File: config.mk
export PLATFORM = sky130hd
export DESIGN_NAME = mfc_flow_control
export DESIGN_NICKNAME = d
export VERILOG_FILES = /design/src/verilog/mfc_pkg.sv /design/src/verilog/mfc_pause_timer.sv /design/src/verilog/mfc_flow_control.sv
export VERILOG_INCLUDE_DIRS = /design/src /design/src/verilog
export SDC_FILE = /design/constraint.sdc
export NUM_CORES = 1
export LEC_CHECK = 0
export BUFFER_PORTS_ARGS = -buffer_cell sky130_fd_sc_hd__buf_2
export CAP_MARGIN = 20
export CORE_ASPECT_RATIO = 1.5
export CORE_MARGIN = 3
export CORE_UTILIZATION = 60
export DETAILED_ROUTE_END_ITERATION = 12
export PLACE_DENSITY = 0.77
export SKIP_LAST_GASP = 1
export SYNTH_ARGS = -nofsm -noshare
export SYNTH_HDL_FRONTEND = slang
export SYNTH_SLANG_ARGS = --single-unit
export TNS_END_PERCENT = 10
File: constraint.sdc
create_clock -name ref_clk -period 4.1 [get_ports ref_clk]
set_input_delay 0.205 -clock ref_clk [delete_from_list [all_inputs] [get_ports ref_clk]]
set_output_delay 0.205 -clock ref_clk [all_outputs]
set_load 0.02 [all_outputs]
File: src/verilog/mfc_params.svh
// constants for the flow control unit: offsets, fields, resets, timing, frame layout
`ifndef MFC_PARAMS_SVH
`define MFC_PARAMS_SVH

// ****************************************
// register offsets
// ****************************************
`define MFC_OFS_FLOW_CONTROL 8'h00
`define MFC_OFS_ETH_CONTROL_ONE 8'h01
`define MFC_OFS_MAC_CONTROL_ONE 8'h02
`define MFC_OFS_BACK_TO_BACK_GAP 8'h03
`define MFC_OFS_PAUSE_VALUE_LOW 8'h04
`define MFC_OFS_PAUSE_VALUE_HIGH 8'h05
`define MFC_OFS_MAC_CONTROL_THREE 8'h06

// ****************************************
// field positions
// ****************************************
`define MFC_BIT_FLOW_ENABLE_LOW 0
`define MFC_BIT_FLOW_ENABLE_HIGH 1
`define MFC_BIT_DUPLEX_SHADOW 2
`define MFC_BIT_TRANSMIT_REQUEST 3
`define MFC_BIT_PASS_ALL_FRAMES 1
`define MFC_BIT_PAUSE_RECEIVE_ENABLE 2
`define MFC_BIT_PAUSE_TRANSMIT_ENABLE 3
`define MFC_BIT_MAC_FULL_DUPLEX 0

// ****************************************
// flow enable codes
// ****************************************
`define MFC_FC_OFF 2'h0
`define MFC_FC_ONCE 2'h1
`define MFC_FC_PERIODIC 2'h2
`define MFC_FC_ZERO_ONCE 2'h3

// ****************************************
// reset values
// ****************************************
`define MFC_RST_FLOW_ENABLE 2'h0
`define MFC_RST_GAP 7'h00
`define MFC_RST_PAUSE_VALUE 16'h0000
`define MFC_RST_BYTE 8'h00

// ****************************************
// timing
// ****************************************
`define MFC_CLK_PERIOD_NS 40
`define MFC_QUANTUM_NS 51200
`define MFC_QUANTUM_CYC (`MFC_QUANTUM_NS / `MFC_CLK_PERIOD_NS)

// ****************************************
// pause frame layout
// ****************************************
`define MFC_JAM_BYTE 8'h55
`define MFC_PAUSE_DEST 48'h0180C2000001
`define MFC_CTRL_TYPE 16'h8808
`define MFC_PAUSE_OPCODE 16'h0001
`define MFC_FCS_FIRST 6'h3C
`define MFC_FRAME_LAST 6'h3F
`define MFC_CRC_INIT 32'hFFFFFFFF
`define MFC_CRC_POLY 32'hEDB88320

`endif

File: src/verilog/mfc_pkg.sv
// types of the flow control unit
package mfc_pkg;

    // ****************************************
    // transmit arbiter states
    // ****************************************
    typedef enum logic [2:0] {
        MFC_IDLE,
        MFC_JAM,
        MFC_GAP,
        MFC_HOST,
        MFC_PAUSE_TX
    } mfc_state_t;

    // ****************************************
    // pause timer state
    // ****************************************
    typedef struct packed {
        logic [15:0] count;
        logic [10:0] tick;
        logic running;
    } mfc_tmr_t;

    // ****************************************
    // top state
    // ****************************************
    typedef struct packed {
        mfc_state_t state;
        logic [1:0] flowEnable;
        logic transmitRequest;
        logic pauseTransmitEnable;
        logic pauseReceiveEnable;
        logic passAllFrames;
        logic macFullDuplex;
        logic [6:0] gapField;
        logic [15:0] pauseValue;
        logic [7:0] rdData;
        logic [7:0] lineData;
        logic lineValid;
        logic lineLast;
        logic hostTxGrant;
        logic [5:0] byteIdx;
        logic [31:0] crc;
        logic [15:0] frameValue;
        logic [6:0] gapCnt;
        logic sendPending;
        logic refreshRun;
    } mfc_top_t;

endpackage

File: src/verilog/mfc_pause_timer.sv
// pause timer counting down once per 512 bit times
`timescale 1ns/1ns
`include "mfc_params.svh"

module mfc_pause_timer (
    // clock and reset
    input wire logic ref_clk,
    input wire logic rstn,
    // load
    input wire logic loadEn,
    input wire logic [15:0] loadValue,
    // state
    output logic running
);

    mfc_pkg::mfc_tmr_t q;
    mfc_pkg::mfc_tmr_t d;

    always_comb begin
        d = q;
        if (loadEn) begin
            // a reload restarts the quantum so the new value counts whole
            d.count = loadValue;
            d.tick = 11'h000;
        end else if (q.count != 16'h0000) begin
            if (q.tick == 11'(`MFC_QUANTUM_CYC - 1)) begin
                d.tick = 11'h000;
                d.count = q.count - 16'h0001;
            end else begin
                d.tick = q.tick + 11'h001;
            end
        end else begin
            d.tick = 11'h000;
        end
        d.running = (d.count != 16'h0000);
    end

    always_ff @(posedge ref_clk or negedge rstn) begin
        if (!rstn) begin
            q <= '0;
        end else begin
            q <= d;
        end
    end

    assign running = q.running;

endmodule

File: src/verilog/mfc_flow_control.sv
// flow control unit: half-duplex jamming and full-duplex pause frames
`timescale 1ns/1ns
`include "mfc_params.svh"

module mfc_flow_control (
    // clock and reset
    input wire logic ref_clk,
    input wire logic rstn,
    // register port
    input wire logic [7:0] regAddr,
    input wire logic [7:0] regWrData,
    input wire logic regWrEn,
    input wire logic regRdEn,
    output logic [7:0] regRdData,
    // station address
    input wire logic [47:0] stationAddr,
    // byte stream to the line
    output logic [7:0] lineData,
    output logic lineValid,
    output logic lineLast,
    input wire logic lineReady,
    // host packet path
    output logic hostTxGrant,
    input wire logic hostTxDone,
    input wire logic hostTxAbort,
    // received pause frames
    input wire logic rxPauseValid,
    input wire logic [15:0] rxPauseValue,
    // configuration to receive path
    output logic passAllFrames
);

    // ****************************************
    // helpers
    // ****************************************
    function automatic logic [31:0] mfcCrcByte(input logic [31:0] c, input logic [7:0] b);
        logic [31:0] r;
        r = c ^ {24'h000000, b};
        for (int i = 0; i < 8; i++) begin
            r = r[0] ? ((r >> 1) ^ `MFC_CRC_POLY) : (r >> 1);
        end
        return r;
    endfunction

    function automatic logic [7:0] mfcFrameByte(input logic [5:0] idx, input logic [47:0] src,
                                                input logic [15:0] val, input logic [31:0] crc);
        logic [47:0] s;
        logic [31:0] f;
        logic [7:0] b;
        s = 48'h000000000000;
        f = ~crc;
        b = 8'h00;
        if (idx < 6'h06) begin
            s = `MFC_PAUSE_DEST << {idx, 3'b000};
            b = s[47:40];
        end else if (idx < 6'h0C) begin
            s = src << {idx - 6'h06, 3'b000};
            b = s[47:40];
        end else if (idx >= `MFC_FCS_FIRST) begin
            // frame check sequence goes out low byte first
            f = f >> {idx - `MFC_FCS_FIRST, 3'b000};
            b = f[7:0];
        end else begin
            case (idx)
                6'h0C: b = 8'(`MFC_CTRL_TYPE >> 8);
                6'h0D: b = 8'(`MFC_CTRL_TYPE);
                6'h0E: b = 8'(`MFC_PAUSE_OPCODE >> 8);
                6'h0F: b = 8'(`MFC_PAUSE_OPCODE);
                6'h10: b = val[15:8];
                6'h11: b = val[7:0];
                default: b = 8'h00;
            endcase
        end
        return b;
    endfunction

    // ****************************************
    // pause timers
    // ****************************************
    mfc_pkg::mfc_top_t q;
    mfc_pkg::mfc_top_t d;
    logic rxLoad;
    logic rxRunning;
    logic refreshLoad;
    logic [15:0] refreshValue;
    logic refreshRunning;
    logic transfer;
    logic frameDone;
    logic [31:0] crcNext;
    logic [5:0] idxNext;

    assign rxLoad = rxPauseValid && q.pauseReceiveEnable;

    mfc_pause_timer u_rx_timer (
        .ref_clk(ref_clk),
        .rstn(rstn),
        .loadEn(rxLoad),
        .loadValue(rxPauseValue),
        .running(rxRunning)
    );

    // refresh at half the advertised time, or one quantum when that is zero, so the partner never wakes up for values of 2 and more
    assign refreshValue = (q.pauseValue[15:1] == 15'h0000) ? 16'h0001 : {1'b0, q.pauseValue[15:1]};

    mfc_pause_timer u_refresh_timer (
        .ref_clk(ref_clk),
        .rstn(rstn),
        .loadEn(refreshLoad),
        .loadValue(refreshValue),
        .running(refreshRunning)
    );

    assign transfer = q.lineValid && lineReady;
    assign frameDone = (q.state == mfc_pkg::MFC_PAUSE_TX) && transfer && q.lineLast;
    assign refreshLoad = frameDone && q.macFullDuplex && (q.flowEnable == `MFC_FC_PERIODIC);
    assign idxNext = q.byteIdx + 6'h01;
    assign crcNext = (q.byteIdx < `MFC_FCS_FIRST) ? mfcCrcByte(q.crc, q.lineData) : q.crc;

    // ****************************************
    // next state
    // ****************************************
    always_comb begin
        d = q;
        d.rdData = 8'h00;
        d.refreshRun = refreshRunning;

        // periodic refresh expiry queues the next frame
        if (q.refreshRun && !refreshRunning && q.macFullDuplex && q.flowEnable == `MFC_FC_PERIODIC) begin
            d.sendPending = 1'b1;
        end

        case (q.state)
            mfc_pkg::MFC_IDLE: begin
                d.lineValid = 1'b0;
                d.lineLast = 1'b0;
                if (q.macFullDuplex) begin
                    if (q.sendPending && q.pauseTransmitEnable) begin
                        d.state = mfc_pkg::MFC_PAUSE_TX;
                        d.sendPending = 1'b0;
                        d.frameValue = (q.flowEnable == `MFC_FC_ZERO_ONCE) ? 16'h0000 : q.pauseValue;
                        d.byteIdx = 6'h00;
                        d.crc = `MFC_CRC_INIT;
                        d.lineData = mfcFrameByte(6'h00, stationAddr, d.frameValue, `MFC_CRC_INIT);
                        d.lineValid = 1'b1;
                    end else if (q.transmitRequest && !(rxRunning && q.pauseReceiveEnable)) begin
                        // a paused request just waits here until the timer runs out
                        d.state = mfc_pkg::MFC_HOST;
                        d.hostTxGrant = 1'b1;
                    end
                end else if (q.flowEnable[`MFC_BIT_FLOW_ENABLE_LOW]) begin
                    if (q.transmitRequest) begin
                        d.state = mfc_pkg::MFC_GAP;
                        d.gapCnt = q.gapField;
                    end else begin
                        d.state = mfc_pkg::MFC_JAM;
                        d.lineData = `MFC_JAM_BYTE;
                        d.lineValid = 1'b1;
                    end
                end else if (q.transmitRequest) begin
                    d.state = mfc_pkg::MFC_HOST;
                    d.hostTxGrant = 1'b1;
                end
            end
            mfc_pkg::MFC_JAM: begin
                if (q.macFullDuplex || !q.flowEnable[`MFC_BIT_FLOW_ENABLE_LOW]) begin
                    d.state = mfc_pkg::MFC_IDLE;
                    d.lineValid = 1'b0;
                end else if (q.transmitRequest) begin
                    d.state = mfc_pkg::MFC_GAP;
                    d.gapCnt = q.gapField;
                    d.lineValid = 1'b0;
                end else begin
                    d.lineData = `MFC_JAM_BYTE;
                    d.lineValid = 1'b1;
                end
            end
            mfc_pkg::MFC_GAP: begin
                if (q.gapCnt == 7'h00) begin
                    d.state = mfc_pkg::MFC_HOST;
                    d.hostTxGrant = 1'b1;
                end else begin
                    d.gapCnt = q.gapCnt - 7'h01;
                end
            end
            mfc_pkg::MFC_HOST: begin
                if (hostTxDone || hostTxAbort) begin
                    d.state = mfc_pkg::MFC_IDLE;
                    d.hostTxGrant = 1'b0;
                    d.transmitRequest = 1'b0;
                end
            end
            mfc_pkg::MFC_PAUSE_TX: begin
                if (transfer) begin
                    if (q.lineLast) begin
                        d.state = mfc_pkg::MFC_IDLE;
                        d.lineValid = 1'b0;
                        d.lineLast = 1'b0;
                        // one-shot codes fall back to off after their frame
                        if (q.flowEnable != `MFC_FC_PERIODIC) begin
                            d.flowEnable = `MFC_FC_OFF;
                        end
                    end else begin
                        d.byteIdx = idxNext;
                        d.crc = crcNext;
                        d.lineData = mfcFrameByte(idxNext, stationAddr, q.frameValue, crcNext);
                        d.lineLast = (idxNext == `MFC_FRAME_LAST);
                    end
                end
            end
            default: begin
                d.state = mfc_pkg::MFC_IDLE;
                d.lineValid = 1'b0;
                d.hostTxGrant = 1'b0;
            end
        endcase

        // software writes come last so a write beats the hardware update
        if (regWrEn) begin
            case (regAddr)
                `MFC_OFS_FLOW_CONTROL: begin
                    d.flowEnable = regWrData[`MFC_BIT_FLOW_ENABLE_HIGH:`MFC_BIT_FLOW_ENABLE_LOW];
                    d.sendPending = q.macFullDuplex && (d.flowEnable != `MFC_FC_OFF);
                end
                `MFC_OFS_ETH_CONTROL_ONE: begin
                    d.transmitRequest = regWrData[`MFC_BIT_TRANSMIT_REQUEST];
                end
                `MFC_OFS_MAC_CONTROL_ONE: begin
                    d.pauseTransmitEnable = regWrData[`MFC_BIT_PAUSE_TRANSMIT_ENABLE];
                    d.pauseReceiveEnable = regWrData[`MFC_BIT_PAUSE_RECEIVE_ENABLE];
                    d.passAllFrames = regWrData[`MFC_BIT_PASS_ALL_FRAMES];
                end
                `MFC_OFS_BACK_TO_BACK_GAP: begin
                    d.gapField = regWrData[6:0];
                end
                `MFC_OFS_PAUSE_VALUE_LOW: begin
                    d.pauseValue[7:0] = regWrData;
                end
                `MFC_OFS_PAUSE_VALUE_HIGH: begin
                    d.pauseValue[15:8] = regWrData;
                end
                `MFC_OFS_MAC_CONTROL_THREE: begin
                    d.macFullDuplex = regWrData[`MFC_BIT_MAC_FULL_DUPLEX];
                end
                default: begin
                end
            endcase
        end

        if (regRdEn) begin
            case (regAddr)
                `MFC_OFS_FLOW_CONTROL: d.rdData = {5'b00000, q.macFullDuplex, q.flowEnable};
                `MFC_OFS_ETH_CONTROL_ONE: d.rdData = {4'h0, q.transmitRequest, 3'b000};
                `MFC_OFS_MAC_CONTROL_ONE: d.rdData = {4'h0, q.pauseTransmitEnable, q.pauseReceiveEnable,
                                                      q.passAllFrames, 1'b0};
                `MFC_OFS_BACK_TO_BACK_GAP: d.rdData = {1'b0, q.gapField};
                `MFC_OFS_PAUSE_VALUE_LOW: d.rdData = q.pauseValue[7:0];
                `MFC_OFS_PAUSE_VALUE_HIGH: d.rdData = q.pauseValue[15:8];
                `MFC_OFS_MAC_CONTROL_THREE: d.rdData = {7'h00, q.macFullDuplex};
                default: d.rdData = 8'h00;
            endcase
        end
    end

    // ****************************************
    // state register
    // ****************************************
    always_ff @(posedge ref_clk or negedge rstn) begin
        if (!rstn) begin
            q <= '0;
            q.state <= mfc_pkg::MFC_IDLE;
            q.flowEnable <= `MFC_RST_FLOW_ENABLE;
            q.gapField <= `MFC_RST_GAP;
            q.pauseValue <= `MFC_RST_PAUSE_VALUE;
            q.rdData <= `MFC_RST_BYTE;
            q.crc <= `MFC_CRC_INIT;
        end else begin
            q <= d;
        end
    end

    assign regRdData = q.rdData;
    assign lineData = q.lineData;
    assign lineValid = q.lineValid;
    assign lineLast = q.lineLast;
    assign hostTxGrant = q.hostTxGrant;
    assign passAllFrames = q.passAllFrames;

endmodule

# ---- Word level (Yosys, flattened, before mapping)
# Index checks and enable logic that the tools add are counted.
dict set report classes {
  n_addsub 8
  order_cmp 4
  n_eq_ne 43
  shifts 3
  mux 92
  bitwise_logic 12
  n_reduce_logical 45
}
# operator n
set op_table {}
lappend op_table {{2-to-1 mux 32 bit} 9}
lappend op_table {{NOT 13 -> 14 bit} 8}
lappend op_table {{2-to-1 mux 54 bit} 2}
lappend op_table {{2-to-1 mux 16 bit} 5}
lappend op_table {{2-to-1 mux 38 bit} 2}
lappend op_table {{case mux 38 bit (2 select lines)} 1}
lappend op_table {{2-to-1 mux 8 bit} 9}
lappend op_table {{nonzero test 16 bit} 4}
lappend op_table {{case mux 8 bit (7 select lines)} 1}
lappend op_table {{2-to-1 mux 27 bit} 2}
lappend op_table {{<< shifter 41 x 9 -> 48 bit (first input constant)} 1}
lappend op_table {{<< shifter 48 x 9 -> 48 bit} 1}
lappend op_table {{2-to-1 mux 11 bit} 4}
lappend op_table {{2-to-1 mux 7 bit} 6}
lappend op_table {{case mux 8 bit (5 select lines)} 1}
lappend op_table {{2-to-1 mux 9 bit} 4}
lappend op_table {{NOT 32 bit} 1}
lappend op_table {{>> shifter 32 x 9 -> 8 bit} 1}
lappend op_table {{subtractor 16 x 1 -> 16 bit (second input constant)} 2}
lappend op_table {{XOR 32 x 8 -> 32 bit} 1}
lappend op_table {{2-to-1 mux 3 bit} 10}
lappend op_table {{2-to-1 mux 30 bit} 1}
lappend op_table {{inequality test 2 bit (second input constant)} 13}
lappend op_table {{== test 8 x 3 -> 1 bit (second input constant)} 3}
lappend op_table {{other kinds (47)} 115}
dict set report totals {
  ff_bits 171
  output_inout_bits 20
  elab_cells 234
}

# ---- Logic depth before layout (Yosys ltp)
dict set report logic_depth {
  word_depth 26
  mapped_depth 13
}

# ---- Cells and area by module
# Synthesis repeated with hierarchy kept, for this count alone.
dict set report hier_totals {
  cells_unflattened 1208
  hier_area_um2 11128.2
}
# mod n_inst cells_each area_per_inst_um2 seq_area_each_um2
set modules_own_cells {}
lappend modules_own_cells {mfc_flow_control 1 851 7770.0 2917.8}
lappend modules_own_cells {{mfc_pause_timer (u_rx_timer)} 1 180 1687.9 700.7}
lappend modules_own_cells {{mfc_pause_timer (u_refresh_timer)} 1 177 1670.4 700.7}

# ---- Worst setup path before layout
# Ideal clock, no wire load.
dict set report synth_path {
  path_type {flip-flop to flip-flop}
  from {register q[57] in the netlist's numbering}
  to {register q (netlist bit lineData[1])}
  setup_ns 0.126
  arrival_ns 2.943
  t_required_ns 3.974
  setup_slack_ns 1.031
  stages_incl_launch_ff 13
  n_path_buf 5
  period_less_slack_ns 3.069
  cell_sequence {dfrtp_1 > buf_2 > buf_2 > clkinv_1 > ha_1 > clkbuf_1 > buf_1 > buf_1 > mux4_2 > nand2_1 > o21ai_0 > a21oi_1 > a21oi_1}
}
dict set report synth_via {
  elab_chain_cells 10
  elab_cells_between_ends 24
  cone_classes {add/sub: 3; order compare: 4; eq/ne: 5; shift: 3; mux: 8; bitwise: 1}
}
# element line_no
set synth_lines {}
lappend synth_lines {{from (decl)} mfc_flow_control.sv:80} ;# mfc_pkg::mfc_top_t q;
lappend synth_lines {{branches (longest 6 deep; another with adder 6 x 1 -> 6 bit)} -}
lappend synth_lines {{2-to-1 mux 8 bit *} mfc_flow_control.sv:53} ;# if (idx < 6'h06) begin
lappend synth_lines {{2-to-1 mux 8 bit *} mfc_flow_control.sv:194} ;# if (q.lineLast) begin
lappend synth_lines {{2-to-1 mux 10 bit *} mfc_flow_control.sv:193} ;# if (transfer) begin
lappend synth_lines {{case mux 8 bit (3 select lines) *} mfc_flow_control.sv:132} ;# case (q.state)
# Mark *: on every way between the ends. The select of a mux whose other input is x is not followed.
# A chain may end at the register's enable or synchronous reset.

# ---- Worst setup path in the final report
dict set report layout_path {
  from {register q[58] in the netlist's numbering}
  to {register q (netlist bit lineData[7])}
}
# The elaborated chain is that of the path after synthesis.

==> flow_summary_export.csv <==
group,metric,value,unit
power,switching_share,32.7,%
power,p_comb_share,28.6,%
power,p_sw,1.68,mW
setup_path,startpoint_type,"register",
synthesis,synthTopCellsByArea,"dfrtp_1, dfstp_2, xnor2_1",
synthesis,synth.yosys.seq_area_share,40.1,%
die,die_area,19600,um2
drt,ant_nets,0,
flow_run,cap_violations,0,
synthesis,syn_nets,1273,
sta,rsz0062_at_grt,"no",
cells_and_area,fill_cells,1414,
power,power,5.13,mW
cells_and_area,n_antenna_cell,0,
synthesis,yosysUniqueCellTypes,81,
power,ir_worst_vdd,0.358,mV
setup_path,reg2reg_from,"q[58]",
synthesis,synth_compound_area_share,17.8,%
cts,cts_tree,"yes",
cts,clock_path_buffers,2,
sta,clock_skew,0.0123,ns
setup_path,crit_family,"compound AO/OA/AOI/OAI gates",
synthesis,synth_top_family_by_area,"simple AND/OR/NAND/NOR gates",
hold_path,hp-class,"in -> reg",
global_route,antenna_found_initial,0,
global_route,track_usage,29.7,%
setup_path,required,4.47,ns
sta,layout_min_cycle_time,3.23,ns
place,hpwl,21200,um
setup_path,cp-end-kind,"register",
die,io_pins,108,
synthesis,synth_enable_flop_cells,0,
cells_and_area,syn_to_final_growth,11.2,%
sta,tightest_slew,0.904,ns
synthesis,synthSimpleGateAreaFrac,20.0,%
cts,htreeDepth,4,
setup_path,crit_arrival,3.60,ns
drt,via_per_inst,6.42,
cells_and_area,final_util,68.4,%
die,start_util,61.5,%
drt,first_iter_violations,822,
drt,remaining_drc_errors,0,
setup_path,worstSetupPathType,"reg -> reg",
synthesis,synth_top_flop_cell,"dfrtp_1",
sta,max_freq,0.309,GHz
setup_path,crit_fanout,19,
synthesis,yosys.area_share.adder,1.40,%
drt,routed_wirelength,28900,um
synthesis,synth_cells,1173,
setup_path,rrSetupSlack,0.87,ns
global_route,grt_pass1_vias,9109,
synthesis,yosysTopAreaCellShare,32.3,%
die,die_width,115,um
cts,post-cts-setup-buffer-count,0,
power,leakage,4.91,nW
setup_path,crit_chain,"ha_1 -> buf_4 -> nor2b_1 -> a21oi_1 -> o21ai_0 -> nand3_1 -> a311oi_1 -> a211o_1 -> a32o_1",
sta,layout_setup_ws,0.868,ns
sta,period_share,78.8,%
power,pwr_density_cell,429,nW/um2
sta,hold_viol_final,0,
setup_path,r2r-end,"lineData[7]",
synthesis,synth_area,10800,um2
cells_and_area,finalInstanceArea,12000,um2
cells_and_area,nNetsFinal,1342,
cts,clock-sinks,171,
place,globalplace.congestion,0.904,
die,fp.dieH,170,um
power,internal-power,3.45,mW
power,p_clk_share,31.8,%
cts,clockRootBuffer,"clkbuf_16",
cts,clkTransAtPathRegs,0.07,ns
cells_and_area,multi_input_area,5980,um2
place,dpl_worst_slack,0.983,ns
setup_path,crit_buf_inv,1,
synthesis,avgSynthCellArea,9.17,um2
global_route,grt_pass1_wl,46000,um
cts,cts-buffers-inserted,17,
setup_path,ff2ff_path_depth,9,
die,rows,59,
place,portBuffers,107,
drt,num_vias,9428,
synthesis,synth_mux_area_share,5.59,%
place,dpl_cell_area,11300,um2
sta,maxSlewHeadroom,39.4,%
sta,slew_violations,0,
synthesis,yosysWarnings,0,
global_route,grt_max_degree,88,
sta,tns,0,ns
status,status,"completed",
synthesis,synth_xor_xnor_area_share,10.8,%
cts,cts_resized,0,
setup_path,max_stage_delay,0.61,ns
cts,clk_latency,0.43,ns
hold_path,holdPathEnd,"u_rx_timer.q[26]",
drt,post_drt_wl_per_cell,19.7,um
synthesis,ys_ff_latch,171,
cells_and_area,seq_area,4320,um2
setup_path,critical_path.slowest_cell,"dfrtp_1",
power,p_seq_share,39.6,%
drt,first_pass_iters,5,
cells_and_area,layout-drive-gt1-share,19.1,%
hold_path,hp-start,"rxPauseValue[14]",
global_route,overflow,0,
die,coreArea,17500,um2
synthesis,ys_async_sr_fraction,100,%
sta,setup_viol,0,
synthesis,yosysTopAreaCell,"dfrtp_1",
hold_path,whs_path_depth,3,
cells in the final DEF (no fill, tap or decap), drive strengths merged, types with 11 or more instances in the layout:
| cell type | count |
|---|---|
| nor3 | 20 |
| a22oi | 15 |
| o211ai | 19 |
| clkbuf | 22 |
| xor2 | 22 |
| inv | 26 |
| ha | 12 |
| or3 | 16 |
| nand3 | 54 |
| dfrtp | 139 |
| nor2 | 112 |
| nand4 | 11 |
| dfstp | 32 |
| a31oi | 24 |
| buf | 124 |
| xnor2 | 74 |
| o21ai | 82 |
| mux2 | 23 |
| nor4 | 18 |
| or4 | 13 |
| mux2i | 14 |
| a21oi | 70 |
| nand2 | 131 |
Yosys cell counts (8+ instances only):
cell      number
dfrtp_1      139
nand2_1      131
nor2_1       112
o21ai_0       80
a21oi_1       70
xnor2_1       65
nand3_1       54
clkbuf_1      46
dfstp_2       32
inv_1         25
a31oi_1       24
mux2_2        23
xor2_1        22
nor3_1        19
o211ai_1      19
buf_4         17
nor4_1        17
or3_1         16
a22oi_1       15
mux2i_1       14
ha_1          12
nand4_1       11
or4_1         11
a211oi_1      10
nor2b_1       10
xnor3_1       10
and3_1         9
mux4_2         9
xnor2_2        9
and2_1         8
nor3b_1        8
routing by layer:
metal | share of wire [%] | track usage (%)
met3 | 5.3 | 4.73
met5 | 0 | 0
met1 | 39 | 35.2
met4 | 5.5 | 17.1
met2 | 50 | 50.5
per-stage QoR:
stage / std cells / hold WS (ns)
2_1_floorplan: 1173 / -0.0906
3_3_place_gp: 1433 / 0.314
3_5_place_dp: 1433 / 0.313
4_1_cts: 1468 / 0.00789
5_1_grt: 1468 / 0.0272
6_report: 1468 / 0.0224
flip-flops by register name, summed over array words and instances (netlist names):
register and count:
u_rx_timer.running 1, regRdData 8, u_rx_timer.q 27, hostTxGrant 1, q 95, u_refresh_timer.q 27, lineData 8, lineValid 1
u_refresh_timer.running 1, passAllFrames 1, lineLast 1
kinds of logic after synthesis:
group | Yosys count
DFF | 171
adders and majority gates | 12
AOI/OAI and AO/OA | 296
buffers and inverters | 103
and+or+nand+nor | 438
muxes | 46
xor gates and xnor gates | 107
power groups by stage:
stage	Clock (mW)	Sequential [mW]	Combinational, mW
floorplan	0	1.98	1.14
global placement	0	2.05	1.43
detailed placement	0	2.05	1.45
CTS	1.65	2.03	1.47
global route	1.72	2.05	1.60
finish	1.63	2.03	1.47
worst reg2reg max path, stage by stage, from the launching register on:
cell      delay (ns)
dfrtp_1         0.61
ha_1            0.24
buf_4           0.20
nor2b_1         0.24
a21oi_1         0.08
o21ai_0         0.50
nand3_1         0.46
a311oi_1        0.53
a211o_1         0.17
a32o_1          0.16
worst max-delay path by stage:
stage	startpoint	endpoint	slack, ns	depth (start not counted)
after global placement	q[58]	lineData[7]	1.08	9
after floorplan	q[57]	lineData[1]	1.03	12
after CTS	q[58]	lineData[7]	0.96	9
final	q[58]	lineData[7]	0.87	9
after detailed placement	q[58]	lineData[7]	0.98	9
after global routing	q[58]	lineData[2]	0.67	11
timing repair:
action / in CTS / in global routing
endpoints found under the setup margin: 0 / 0
hold buffers: 3 / 0
endpoints found under the hold margin: 88 / 0
layout make-up:
class,count,area share [%]
multi-input cells,899,50.0
clock buffers,22,3.71
well taps,213,2.23
clock inverters,10,1.20
repair buffers,127,5.95
inverters,26,0.815
flip-flops and latches,171,36.1
No activity file was read; power rests on OpenSTA's default activity.
